## config.mk

```make
export PLATFORM = sky130hd
export DESIGN_NAME = sba_alu
export DESIGN_NICKNAME = d
export VERILOG_FILES = /design/src/sba_pkg.sv /design/src/sba_div_if.sv /design/src/sba_div.sv /design/src/sba_alu.sv
export SDC_FILE = /design/constraint.sdc
export NUM_CORES = 2
export LEC_CHECK = 0
export BUFFER_PORTS_ARGS = -buffer_cell sky130_fd_sc_hd__buf_2
export CAP_MARGIN = 20
export CORE_ASPECT_RATIO = 1.25
export CORE_UTILIZATION = 40
export CTS_BUF_LIST = sky130_fd_sc_hd__clkbuf_16
export CTS_CLUSTER_DIAMETER = 40
export DETAILED_ROUTE_END_ITERATION = 8
export PLACE_DENSITY = 0.58
export SETUP_SLACK_MARGIN = 0.3
export SLEW_MARGIN = 30
export SYNTH_ARGS = -nofsm -noshare
export SYNTH_HDL_FRONTEND = slang
export SYNTH_HIERARCHICAL = 1
export SYNTH_SLANG_ARGS = --single-unit
```

## constraint.sdc

```tcl
create_clock -name clock -period 10.55 [get_ports clock]
set_input_delay 0.5275 -clock clock [delete_from_list [all_inputs] [get_ports clock]]
set_output_delay 0.5275 -clock clock [all_outputs]
set_load 0.02 [all_outputs]
```

## src/sba_pkg.sv

```systemverilog
`default_nettype none

package sba_pkg;

   // Operation codes, one per arithmetic instruction
   typedef enum logic [3:0] {
      twos_complement_word = 4'h0,
      binary_add_word = 4'h1,
      binary_subtract_word = 4'h2,
      signed_multiply_word = 4'h3,
      signed_divide_word = 4'h4,
      twos_complement_long = 4'h5,
      binary_add_long = 4'h6,
      binary_subtract_long = 4'h7,
      signed_multiply_long = 4'h8,
      signed_divide_long = 4'h9
   } sba_op_t;

   // Control states of the top and of the divider
   typedef enum logic [1:0] {
      ST_IDLE = 2'b01,
      ST_DIV = 2'b10
   } sba_st_t;

   typedef enum logic [2:0] {
      DV_IDLE = 3'b001,
      DV_RUN = 3'b010,
      DV_DONE = 3'b100
   } sba_dv_st_t;

   // Signed ranges of one and two words
   localparam logic [15:0] WORD_MIN = 16'h8000;
   localparam logic [15:0] WORD_MAX = 16'h7fff;
   localparam logic [31:0] LONG_MIN = 32'h8000_0000;
   localparam logic [31:0] LONG_MAX = 32'h7fff_ffff;

   // Flag vector field positions and reset values
   localparam int FLG_CARRY = 0;
   localparam int FLG_EQUALS = 1;
   localparam int FLG_OVER = 2;
   localparam int FLG_UNDER = 3;
   localparam logic [3:0] RST_FLAGS = 4'h0;
   localparam logic [63:0] RST_RESULT = 64'h0;

   // Divider iterations, one quotient bit per cycle
   localparam logic [5:0] DIV_STEPS = 6'h20;

   // Exact 33-bit result above the signed maximum
   function automatic logic sba_over(input logic [32:0] e, input logic long_op);
      if (long_op) begin
         sba_over = $signed(e) > $signed({1'b0, LONG_MAX});
      end else begin
         sba_over = $signed(e) > $signed({17'h0, WORD_MAX});
      end
   endfunction

   // Exact 33-bit result below the signed minimum
   function automatic logic sba_under(input logic [32:0] e, input logic long_op);
      if (long_op) begin
         sba_under = $signed(e) < $signed({1'b1, LONG_MIN});
      end else begin
         sba_under = $signed(e) < $signed({17'h1ffff, WORD_MIN});
      end
   endfunction

   // Truncate an exact result to the stored words
   function automatic logic [63:0] sba_fit(input logic [32:0] e, input logic long_op);
      sba_fit = long_op ? {32'h0, e[31:0]} : {48'h0, e[15:0]};
   endfunction

   // Magnitude of a two's-complement word pair
   function automatic logic [31:0] sba_abs(input logic [31:0] v);
      sba_abs = v[31] ? (32'h0 - v) : v;
   endfunction

endpackage

`default_nettype wire

```

## src/sba_div_if.sv

```systemverilog
`timescale 1ns/1ps
`default_nettype none

// Link between the controller and the division engine
interface sba_div_if;
   logic start;
   logic [31:0] dividend;
   logic [31:0] divisor;
   logic done;
   logic [32:0] quot;
   logic [31:0] rem;

   modport ctl (output start, output dividend, output divisor, input done, input quot, input rem);
   modport eng (input start, input dividend, input divisor, output done, output quot, output rem);
endinterface

`default_nettype wire

```

## src/sba_div.sv

```systemverilog
`timescale 1ns/1ps
`default_nettype none

module sba_div
   import sba_pkg::*;
(
   input wire logic clock, // System clock
   input wire logic sys_rst, // Synchronous reset, high
   sba_div_if.eng dif // Operands in, quotient and remainder out
);

   sba_dv_st_t dst_ff, nxt_dst;
   logic [5:0] cnt_ff, nxt_cnt;
   logic [32:0] rem_ff, nxt_rem;
   logic [31:0] quo_ff, nxt_quo;
   logic [31:0] dvs_ff, nxt_dvs;
   logic neg_q_ff, nxt_neg_q;
   logic neg_r_ff, nxt_neg_r;
   logic [31:0] raw_dvd_ff, nxt_raw_dvd;
   logic [31:0] raw_dvs_ff, nxt_raw_dvs;
   logic [32:0] shifted;
   logic [32:0] trial;

   // One restoring step on the magnitudes
   assign shifted = {rem_ff[31:0], quo_ff[31]};
   assign trial = shifted - {1'b0, dvs_ff};

   // Next state of the engine
   always_comb begin
      nxt_dst = dst_ff;
      nxt_cnt = cnt_ff;
      nxt_rem = rem_ff;
      nxt_quo = quo_ff;
      nxt_dvs = dvs_ff;
      nxt_neg_q = neg_q_ff;
      nxt_neg_r = neg_r_ff;
      nxt_raw_dvd = raw_dvd_ff;
      nxt_raw_dvs = raw_dvs_ff;
      case (dst_ff)
         DV_IDLE: begin
            if (dif.start) begin
               nxt_dst = DV_RUN;
               nxt_cnt = 6'h0;
               nxt_rem = 33'h0;
               nxt_quo = sba_abs(dif.dividend);
               nxt_dvs = sba_abs(dif.divisor);
               nxt_neg_q = dif.dividend[31] ^ dif.divisor[31];
               nxt_neg_r = dif.dividend[31];
               nxt_raw_dvd = dif.dividend;
               nxt_raw_dvs = dif.divisor;
            end
         end
         DV_RUN: begin
            if (!trial[32]) begin
               nxt_rem = trial;
               nxt_quo = {quo_ff[30:0], 1'b1};
            end else begin
               nxt_rem = shifted;
               nxt_quo = {quo_ff[30:0], 1'b0};
            end
            nxt_cnt = cnt_ff + 6'h1;
            if (cnt_ff == DIV_STEPS - 6'h1) begin
               nxt_dst = DV_DONE;
            end
         end
         DV_DONE: begin
            nxt_dst = DV_IDLE;
         end
         default: begin
            nxt_dst = DV_IDLE;
         end
      endcase
   end

   // Engine registers
   always_ff @(posedge clock) begin
      if (sys_rst) begin
         dst_ff <= DV_IDLE;
         cnt_ff <= 6'h0;
         rem_ff <= 33'h0;
         quo_ff <= 32'h0;
         dvs_ff <= 32'h0;
         neg_q_ff <= 1'b0;
         neg_r_ff <= 1'b0;
         raw_dvd_ff <= 32'h0;
         raw_dvs_ff <= 32'h0;
      end else begin
         dst_ff <= nxt_dst;
         cnt_ff <= nxt_cnt;
         rem_ff <= nxt_rem;
         quo_ff <= nxt_quo;
         dvs_ff <= nxt_dvs;
         neg_q_ff <= nxt_neg_q;
         neg_r_ff <= nxt_neg_r;
         raw_dvd_ff <= nxt_raw_dvd;
         raw_dvs_ff <= nxt_raw_dvs;
      end
   end

   // Signs restored: quotient by sign mix, remainder follows dividend
   assign dif.done = (dst_ff == DV_DONE);
   assign dif.quot = neg_q_ff ? (33'h0 - {1'b0, quo_ff}) : {1'b0, quo_ff};
   assign dif.rem = neg_r_ff ? (32'h0 - rem_ff[31:0]) : rem_ff[31:0];
endmodule // sba_div

`default_nettype wire

```

## src/sba_alu.sv

```systemverilog
// Functional notes
// - Operands and results are two's complement, top bit of the quantity is sign.
// - One-word values span 8000 to 7fff hexadecimal.
// - Two-word values span 8000 0000 to 7fff ffff as one 32-bit quantity.
// - Word and long negate, add, subtract, multiply and divide on signed operands.
// - Carry set on addition carry out or negative subtraction result.
// - Equals set when the stored result of negate, add, subtract or multiply is zero, or when the divide quotient is zero.
// - Overflow set when a word add or subtract exceeds 7fff.
// - Overflow set when a long add or subtract exceeds 7fff ffff.
// - Underflow set when word add, subtract or negate falls below 8000.
// - Underflow set when long add, subtract or negate falls below 8000 0000.
// - Every operation clears each flag whose condition is not met; unknown codes keep all four flags.
`timescale 1ns/1ps
`default_nettype none

module sba_alu
   import sba_pkg::*;
(
   input wire logic clock, // System clock, 100 MHz
   input wire logic sys_rst, // Synchronous reset, high
   input wire logic op_valid, // Operation request
   output logic op_ready, // Ready to take a request
   input wire logic [3:0] op_code, // Operation selector
   input wire logic [15:0] opnd_a_lo, // First operand, low word
   input wire logic [15:0] opnd_a_hi, // First operand, high word
   input wire logic [15:0] opnd_b_lo, // Second operand, low word
   input wire logic [15:0] opnd_b_hi, // Second operand, high word
   output logic res_valid, // Result pulse
   output logic [15:0] res_w0, // Result word 0
   output logic [15:0] res_w1, // Result word 1
   output logic [15:0] res_w2, // Result word 2
   output logic [15:0] res_w3, // Result word 3
   output logic flag_carry, // Carry flag
   output logic flag_equals, // Equals flag
   output logic flag_overflow, // Overflow flag
   output logic flag_underflow // Underflow flag
);

   sba_st_t st_ff, nxt_st;
   logic [63:0] res_ff, nxt_res;
   logic [3:0] flags_ff, nxt_flags;
   logic valid_ff, nxt_valid;
   logic long_ff, nxt_long;
   logic divz_ff, nxt_divz;
   logic [31:0] dvd_ff, nxt_dvd;

   logic accept;
   logic is_long;
   logic is_div;
   logic [31:0] a_w;
   logic [31:0] b_w;
   logic [32:0] a_x;
   logic [32:0] b_x;
   logic [32:0] sum_e;
   logic [32:0] dif_e;
   logic [32:0] neg_e;
   logic [32:0] usum;
   logic a_is_min;
   logic signed [63:0] prod;
   logic [32:0] dq;
   logic [31:0] dr;

   sba_div_if div_if();

   sba_div u_div (
      .clock(clock),
      .sys_rst(sys_rst),
      .dif(div_if.eng)
   );

   // Request handshake and decode
   assign op_ready = (st_ff == ST_IDLE);
   assign accept = op_valid && op_ready;
   assign is_long = (op_code == twos_complement_long) || (op_code == binary_add_long) ||
                    (op_code == binary_subtract_long) || (op_code == signed_multiply_long) ||
                    (op_code == signed_divide_long);
   assign is_div = (op_code == signed_divide_word) || (op_code == signed_divide_long);

   // Operand assembly, word operands sign-extended
   assign a_w = is_long ? {opnd_a_hi, opnd_a_lo} : {{16{opnd_a_lo[15]}}, opnd_a_lo};
   assign b_w = is_long ? {opnd_b_hi, opnd_b_lo} : {{16{opnd_b_lo[15]}}, opnd_b_lo};
   assign a_x = {a_w[31], a_w};
   assign b_x = {b_w[31], b_w};

   // Exact results, one bit wider than the widest operand, the product twice as wide
   assign sum_e = a_x + b_x;
   assign dif_e = a_x - b_x;
   assign neg_e = 33'h0 - a_x;
   assign usum = is_long ? ({1'b0, a_w} + {1'b0, b_w}) : ({17'h0, opnd_a_lo} + {17'h0, opnd_b_lo});
   assign a_is_min = is_long ? (a_w == LONG_MIN) : (opnd_a_lo == WORD_MIN);
   assign prod = $signed(a_w) * $signed(b_w);

   // Divider hookup, engine runs for a zero divisor too, its result replaced when done
   assign div_if.start = accept && is_div;
   assign div_if.dividend = a_w;
   assign div_if.divisor = b_w;
   assign dq = divz_ff ? 33'h0 : div_if.quot;
   assign dr = divz_ff ? dvd_ff : div_if.rem;

   // Next results and flags
   always_comb begin
      nxt_st = st_ff;
      nxt_res = res_ff;
      nxt_flags = flags_ff;
      nxt_valid = 1'b0;
      nxt_long = long_ff;
      nxt_divz = divz_ff;
      nxt_dvd = dvd_ff;
      case (st_ff)
         ST_IDLE: begin
            if (accept && is_div) begin
               nxt_st = ST_DIV;
               nxt_long = is_long;
               nxt_divz = (b_w == 32'h0);
               nxt_dvd = a_w;
            end else if (accept) begin
               nxt_valid = 1'b1;
               case (op_code)
                  twos_complement_word, twos_complement_long: begin
                     nxt_res = sba_fit(neg_e, is_long);
                     nxt_flags[FLG_CARRY] = 1'b0;
                     nxt_flags[FLG_EQUALS] = (nxt_res == 64'h0);
                     nxt_flags[FLG_OVER] = 1'b0;
                     nxt_flags[FLG_UNDER] = a_is_min;
                  end
                  binary_add_word, binary_add_long: begin
                     nxt_res = sba_fit(sum_e, is_long);
                     nxt_flags[FLG_CARRY] = is_long ? usum[32] : usum[16];
                     nxt_flags[FLG_EQUALS] = (nxt_res == 64'h0);
                     nxt_flags[FLG_OVER] = sba_over(sum_e, is_long);
                     nxt_flags[FLG_UNDER] = sba_under(sum_e, is_long);
                  end
                  binary_subtract_word, binary_subtract_long: begin
                     nxt_res = sba_fit(dif_e, is_long);
                     nxt_flags[FLG_CARRY] = dif_e[32];
                     nxt_flags[FLG_EQUALS] = (nxt_res == 64'h0);
                     nxt_flags[FLG_OVER] = sba_over(dif_e, is_long);
                     nxt_flags[FLG_UNDER] = sba_under(dif_e, is_long);
                  end
                  signed_multiply_word, signed_multiply_long: begin
                     nxt_res = is_long ? prod : {32'h0, prod[31:0]};
                     nxt_flags[FLG_CARRY] = 1'b0;
                     nxt_flags[FLG_EQUALS] = (prod == 64'h0);
                     nxt_flags[FLG_OVER] = 1'b0;
                     nxt_flags[FLG_UNDER] = 1'b0;
                  end
                  default: begin
                     nxt_res = RST_RESULT; // Unknown code: zero words, flags kept
                  end
               endcase
            end
         end
         ST_DIV: begin
            if (div_if.done) begin
               nxt_st = ST_IDLE;
               nxt_valid = 1'b1;
               nxt_res = long_ff ? {dr, dq[31:0]} : {32'h0, dr[15:0], dq[15:0]};
               nxt_flags[FLG_CARRY] = 1'b0;
               nxt_flags[FLG_EQUALS] = (dq == 33'h0);
               nxt_flags[FLG_OVER] = sba_over(dq, long_ff);
               nxt_flags[FLG_UNDER] = sba_under(dq, long_ff);
            end
         end
         default: begin
            nxt_st = ST_IDLE;
         end
      endcase
   end

   // Result and flag registers
   always_ff @(posedge clock) begin
      if (sys_rst) begin
         st_ff <= ST_IDLE;
         res_ff <= RST_RESULT;
         flags_ff <= RST_FLAGS;
         valid_ff <= 1'b0;
         long_ff <= 1'b0;
         divz_ff <= 1'b0;
         dvd_ff <= 32'h0;
      end else begin
         st_ff <= nxt_st;
         res_ff <= nxt_res;
         flags_ff <= nxt_flags;
         valid_ff <= nxt_valid;
         long_ff <= nxt_long;
         divz_ff <= nxt_divz;
         dvd_ff <= nxt_dvd;
      end
   end

   // Registered outputs
   assign res_valid = valid_ff;
   assign res_w0 = res_ff[15:0];
   assign res_w1 = res_ff[31:16];
   assign res_w2 = res_ff[47:32];
   assign res_w3 = res_ff[63:48];
   assign flag_carry = flags_ff[FLG_CARRY];
   assign flag_equals = flags_ff[FLG_EQUALS];
   assign flag_overflow = flags_ff[FLG_OVER];
   assign flag_underflow = flags_ff[FLG_UNDER];
endmodule // sba_alu

`default_nettype wire

```

## Word level (Yosys, flattened, before mapping)

Index checks and enable logic that the tools add are counted.

| storage, ports and cells | value |
|---|---|
| output and inout port bits | 70 |
| flip-flop bits (word level) | 212 |
| word-level logic and storage cells | 140 |

| cells by class | value |
|---|---|
| $lt $le $gt $ge | 12 |
| multiply operators | 1 |
| bitwise gates (word level) | 1 |
| muxes and demuxes | 50 |
| eq/ne operators | 24 |
| add/sub/neg operators | 11 |
| reduce and logical (&&, ||, !) cells | 27 |

Operator list:

| kind | number |
|---|---|
| $mux 32 | 12 |
| $mux 64 | 5 |
| $logic_not 64->1 | 4 |
| $pmux 64 s4 | 1 |
| $pmux 32 s2 | 2 |
| $pmux 64 s2 | 1 |
| $sub 1x32->32 const A | 4 |
| $gt 33x16->1 const B | 3 |
| $gt 33x32->1 const B | 3 |
| $lt 33x16->1 const B | 3 |
| $lt 33x32->1 const B | 3 |
| $mux 33 | 3 |
| $add 32x32->33 | 2 |
| $mul 32x32->64 | 1 |
| $logic_not 33->1 | 1 |
| $sub 1x32->33 const A | 1 |
| $sub 32x32->33 | 1 |
| $sub 33x32->33 | 1 |
| $eq 32x32->1 const B | 1 |
| $logic_not 32->1 | 1 |
| $add 16x16->17 | 1 |
| $eq 16x16->1 const B | 1 |
| $eq 4x3->1 const B | 4 |
| $pmux 4 s4 | 1 |
| 32 further kinds | 66 |

## Logic depth before layout (Yosys ltp)

| depth | value |
|---|---|
| word-level depth | 13 |
| mapped depth | 40 |
| mapped depth without buffers | 35 |

## Hierarchy

The synthesis kept the hierarchy.

By module, submodules not included:

| module | times used | cells an instance | area an instance (um^2) |
|---|---|---|---|
| sba_alu | 1 | 5708 | 47652.0 |
| sba_div | 1 | 1176 | 8772.2 |

## Worst setup path before layout

OpenSTA, ideal clock, no wires.

| timing | value |
|---|---|
| path type | input to register |
| from | input op_code[1] |
| to | register flags_ff[1] |
| path buffers | 4 |
| setup slack | 0.123 ns |
| required time | 10.480 ns |
| arrival | 10.357 ns |
| stages on the path | 37 |
| cell sequence | clkbuf_1 -> o21bai_2 -> mux2_2 -> and2_1 -> clkbuf_1 -> a21oi_1 -> inv_1 -> clkbuf_1 -> nand2_1 -> inv_1 -> fa_1 -> fa_1 -> fa_1 -> fa_1 -> inv_1 -> fa_1 -> inv_1 -> fa_1 -> inv_1 -> fa_1 -> inv_1 -> fa_1 -> ha_1 -> clkbuf_1 -> a21oi_1 -> a21boi_0 -> a311oi_1 -> o21ai_0 -> a21o_1 -> a2111o_1 -> a31oi_1 -> xnor2_1 -> nor4bb_1 -> nand4_1 -> o32ai_1 -> o31ai_1 -> a21oi_1 |

| on the way | value |
|---|---|
| cells in the longest elaborated chain, start to end | 13 |

Ends and longest elaborated chain:

| item | RTL line | source |
|---|---|---|
| from (decl) | sba_alu.sv:23 | `input wire logic [3:0] op_code,` |
| branches (longest 13 deep; another with $mul 32x32->64) | -- |  |
| to (signal assigned) | sba_alu.sv:183 | `flags_ff <= nxt_flags;` |
| to (decl) | sba_alu.sv:41 | `logic [3:0] flags_ff, nxt_flags;` |

Parallel ways; which one is timed is not known. The select of a mux whose other input is x is not followed.
A chain may end at the register's enable or synchronous reset.

## Final worst setup path

| timing | value |
|---|---|
| from | input op_code[0] |
| to | register flags_ff[1] |

Same word-level chain as after synthesis.

==> impl_metrics.py <==
metrics = {
    "sta": {
        "setup_repair_after_global_routing_missed_its_margin": "no",
        "period_minus_slack_ps": 9970,
        "hold_ws_ps": 279,
        "setup_violations": 0,
        "slew_viol_final": 0,
        "clock_skew_ps": 18.9,
        "layout_worst_path_cycle_share": 0.945,
        "max-slew-margin-rel": 0.273,
        "max_slew.worst_pin.slew_ps": 1090,
        "clock.fmax_mhz": 100,
        "timing_hold_violations_final": 0,
    },
    "cells_and_area": {
        "finish.instance_area_um2": 62600,
        "fin_nets": 8503,
        "post_route_cells_drive_above_1_share": 0.102,
        "final_non_filler_cells": 8948,
        "mostFrequentLayoutCell": "inv_1",
        "area_growth_syn_to_layout_pct": 11.0,
        "mostFrequentLayoutCells": "inv_1 (1255), fa_1 (1083), nand2_1 (891), nor2_1 (517), buf_4 (387)",
    },
    "worst_setup_path": {
        "cp_slowest_stage_delay_ps": 590,
        "crit_required_ps": 11050,
        "worstSetupStartpointType": "input port",
        "worstReg2RegStart": "u_div/quo_ff[0]$_SDFFE_PP0P_",
        "critical-path-slowest-cell": "fa_1",
        "r2r.worst_path.cells": 15,
        "crit_path_max_fanout": 16,
        "critPathCaptureType": "flop",
        "crit_path_frequent_cell": "fa_1",
        "critical_path.reg2reg.endpoint": "flags_ff[2]$_SDFFE_PP0P_",
        "critical_path_arrival_ps": 10480,
        "r2r_setup_slack_ps": 5270,
        "worstSetupPathType": "input port to flop",
    },
    "global_routing": {
        "globalRouteMet2Util": 0.531,
        "global_route.usage.met3": 0.0384,
        "grt_pass1_vias": 52400,
        "global_route.peak_usage_layer": "met2",
        "total_grt_overflow": 0,
        "antenna_found_initial": 5,
        "grt_start_max_net_pins": 90,
        "grt.met1_usage": 0.407,
        "grt_pass1_wl_um": 340000,
        "grt_use_total": 0.321,
    },
    "worst_hold_path": {
        "hp-start": "sys_rst",
        "worstHoldPathType": "input port to flop",
        "hold_path_depth": 2,
        "hold_end": "u_div/cnt_ff[1]$_SDFFE_PP0P_",
    },
    "route": {
        "number_of_search_and_repair_iterations_in_the_first_detailed_routing_pass": 6,
        "detail-route-antenna-nets": 0,
        "via_count": 50400,
        "totalWireLength_um": 228000,
        "detailedRoute.firstIterationViolations": 4470,
        "drc_errors": 0,
        "vias_per_cell": 5.63,
        "avg_wl_per_cell_um": 25.4,
    },
    "placed_design": {
        "dp.final_hpwl_um": 189000,
        "place.port_buffers": 140,
        "dp.cells": 8882,
        "place_area_um2": 61400,
        "place_congestion": 1.08,
    },
    "die": {
        "ioPinCount": 141,
        "fp.dieArea_um2": 143000,
        "floorplan_row_count": 153,
        "floorplan.initialDensity": 0.404,
        "core_area_um2": 140000,
        "die_y_um": 422,
        "chipWidth_um": 338,
    },
    "clock_network": {
        "clk-insertion-delay-late_ps": 580,
        "clock-sinks": 212,
        "ctsHtreeMaxLevel": 1,
        "clock_tree.buffer_depth": 3,
        "clk_pin_slew_worst_paths_ps": 60,
        "post_cts_hold_buffer_count": 0,
        "ctsRootBufferMaster": "clkbuf_16",
        "tritoncts": "built",
        "cts_inserted_buffers": 31,
    },
    "synthesis": {
        "ys.flop_type": "dfxtp_1",
        "post_syn_instances": 6884,
        "syn_area_per_cell_um2": 8.20,
        "yosysUniqueCellTypes": 97,
        "postSynthNetCount": 8329,
        "number_of_synthesized_flops_with_an_enable_pin": 0,
        "synth.yosys.seq_area_share": 0.0752,
        "asyncSetResetFlopFracSynth": 0,
        "ys.warnings.count": 6,
        "netlist_area_um2": 56400,
        "yosys_register_bits": 212,
        "synth_area_leaders": "fa_1 (38%), inv_1 (8.4%), dfxtp_1 (7.5%), ha_1 (6.4%), nand2_1 (5.9%)",
        "synthDominantAreaCellType": "fa_1",
        "yosys.area.top_type_share": 0.385,
    },
    "flow_run": {
        "drv.max_cap_violation_count": 0,
    },
    "run_status": {
        "outcome": "finished, final reports clean",
    },
}
worst max path at each step:
stage / end / from / slack [ps] / cells after the start
finish: flags_ff[1]$_SDFFE_PP0P_ / op_code[0] / 580 / 37
floorplan: flags_ff[1]$_SDFFE_PP0P_ / op_code[2] / 310 / 34
CTS: flags_ff[1]$_SDFFE_PP0P_ / op_code[0] / 350 / 38
detailed placement: flags_ff[1]$_SDFFE_PP0P_ / op_code[0] / -600 / 38
global placement: flags_ff[1]$_SDFFE_PP0P_ / op_code[0] / -490 / 38
global route: flags_ff[1]$_SDFFE_PP0P_ / op_code[3] / 320 / 35
cell families after synthesis:
kind of cell,synth area share
mux,0.0122
xor+xnor,0.0447
flops,0.0752
buf+inv,0.113
compound gates,0.128
fa+ha+maj,0.449
simple gates,0.178
synth_stat cells, drive strengths merged (52+ instances only):
master  count
nor4       52
o31ai      64
clkbuf    368
fa       1085
nand3      60
a21oi     275
a21o       63
and2      243
dfxtp     212
nor2      524
o21ai     225
mux2i      62
inv      1261
ha        289
nand4      72
a211oi     86
xor2       86
nor3      104
nand2     892
xnor2     202
worst max-delay path: cells and delay by family:
kind / cells / cell delay, ps
simple gates: 7 / 1600
mux: 1 / 150
compound gates: 9 / 2020
buf+inv: 10 / 1600
fa+ha+maj: 9 / 4340
xor+xnor: 1 / 200
layout make-up:
cell class	count	area (µm²)
Antenna cell	6	15.0
Clock buffer	31	776
Clock inverter	26	308
Fill cell	13900	76900
Inverter	1270	4770
Multi-Input combinational cell	4992	46100
Sequential cell	212	4250
Tap cell	1860	2330
Timing Repair Buffer	551	4080
sequential cells by signal, indices dropped and copies added (netlist names), 2 cells and up:
name and cells:
u_div/rem_ff 32, st_ff 2, dvd_ff 32, u_div/quo_ff 32
u_div/dst_ff 3, flags_ff 4, u_div/cnt_ff 6, u_div/dvs_ff 32
res_ff 64
routing by layer:
layer	share of wire	wire [µm]	vias to the layer above
met5	0.00011	24	-
met1	0.39	89500	25600
li1	-	-	22200
met4	0.067	15200	4
met3	0.070	15900	508
met2	0.47	107000	2171
per-stage QoR:
stage,util,setup TNS [ps],setup slack [ps]
final,0.449,0,575
after global placement,0.440,-487,-487
after CTS,0.448,0,348
after floorplan,-,0,307
after global routing,0.449,0,316
after detailed placement,0.440,-597,-597
timing repair:
item / CTS / global route
gates resized for setup: 3 / 31
pin swaps: 1 / 4
buffers inserted: 2 / 1
setup endpoints to repair: 1 / 1
Power is left out: the tool's default activity adds up to more than one toggle a clock period on the data nets, which glitch-free logic cannot reach.
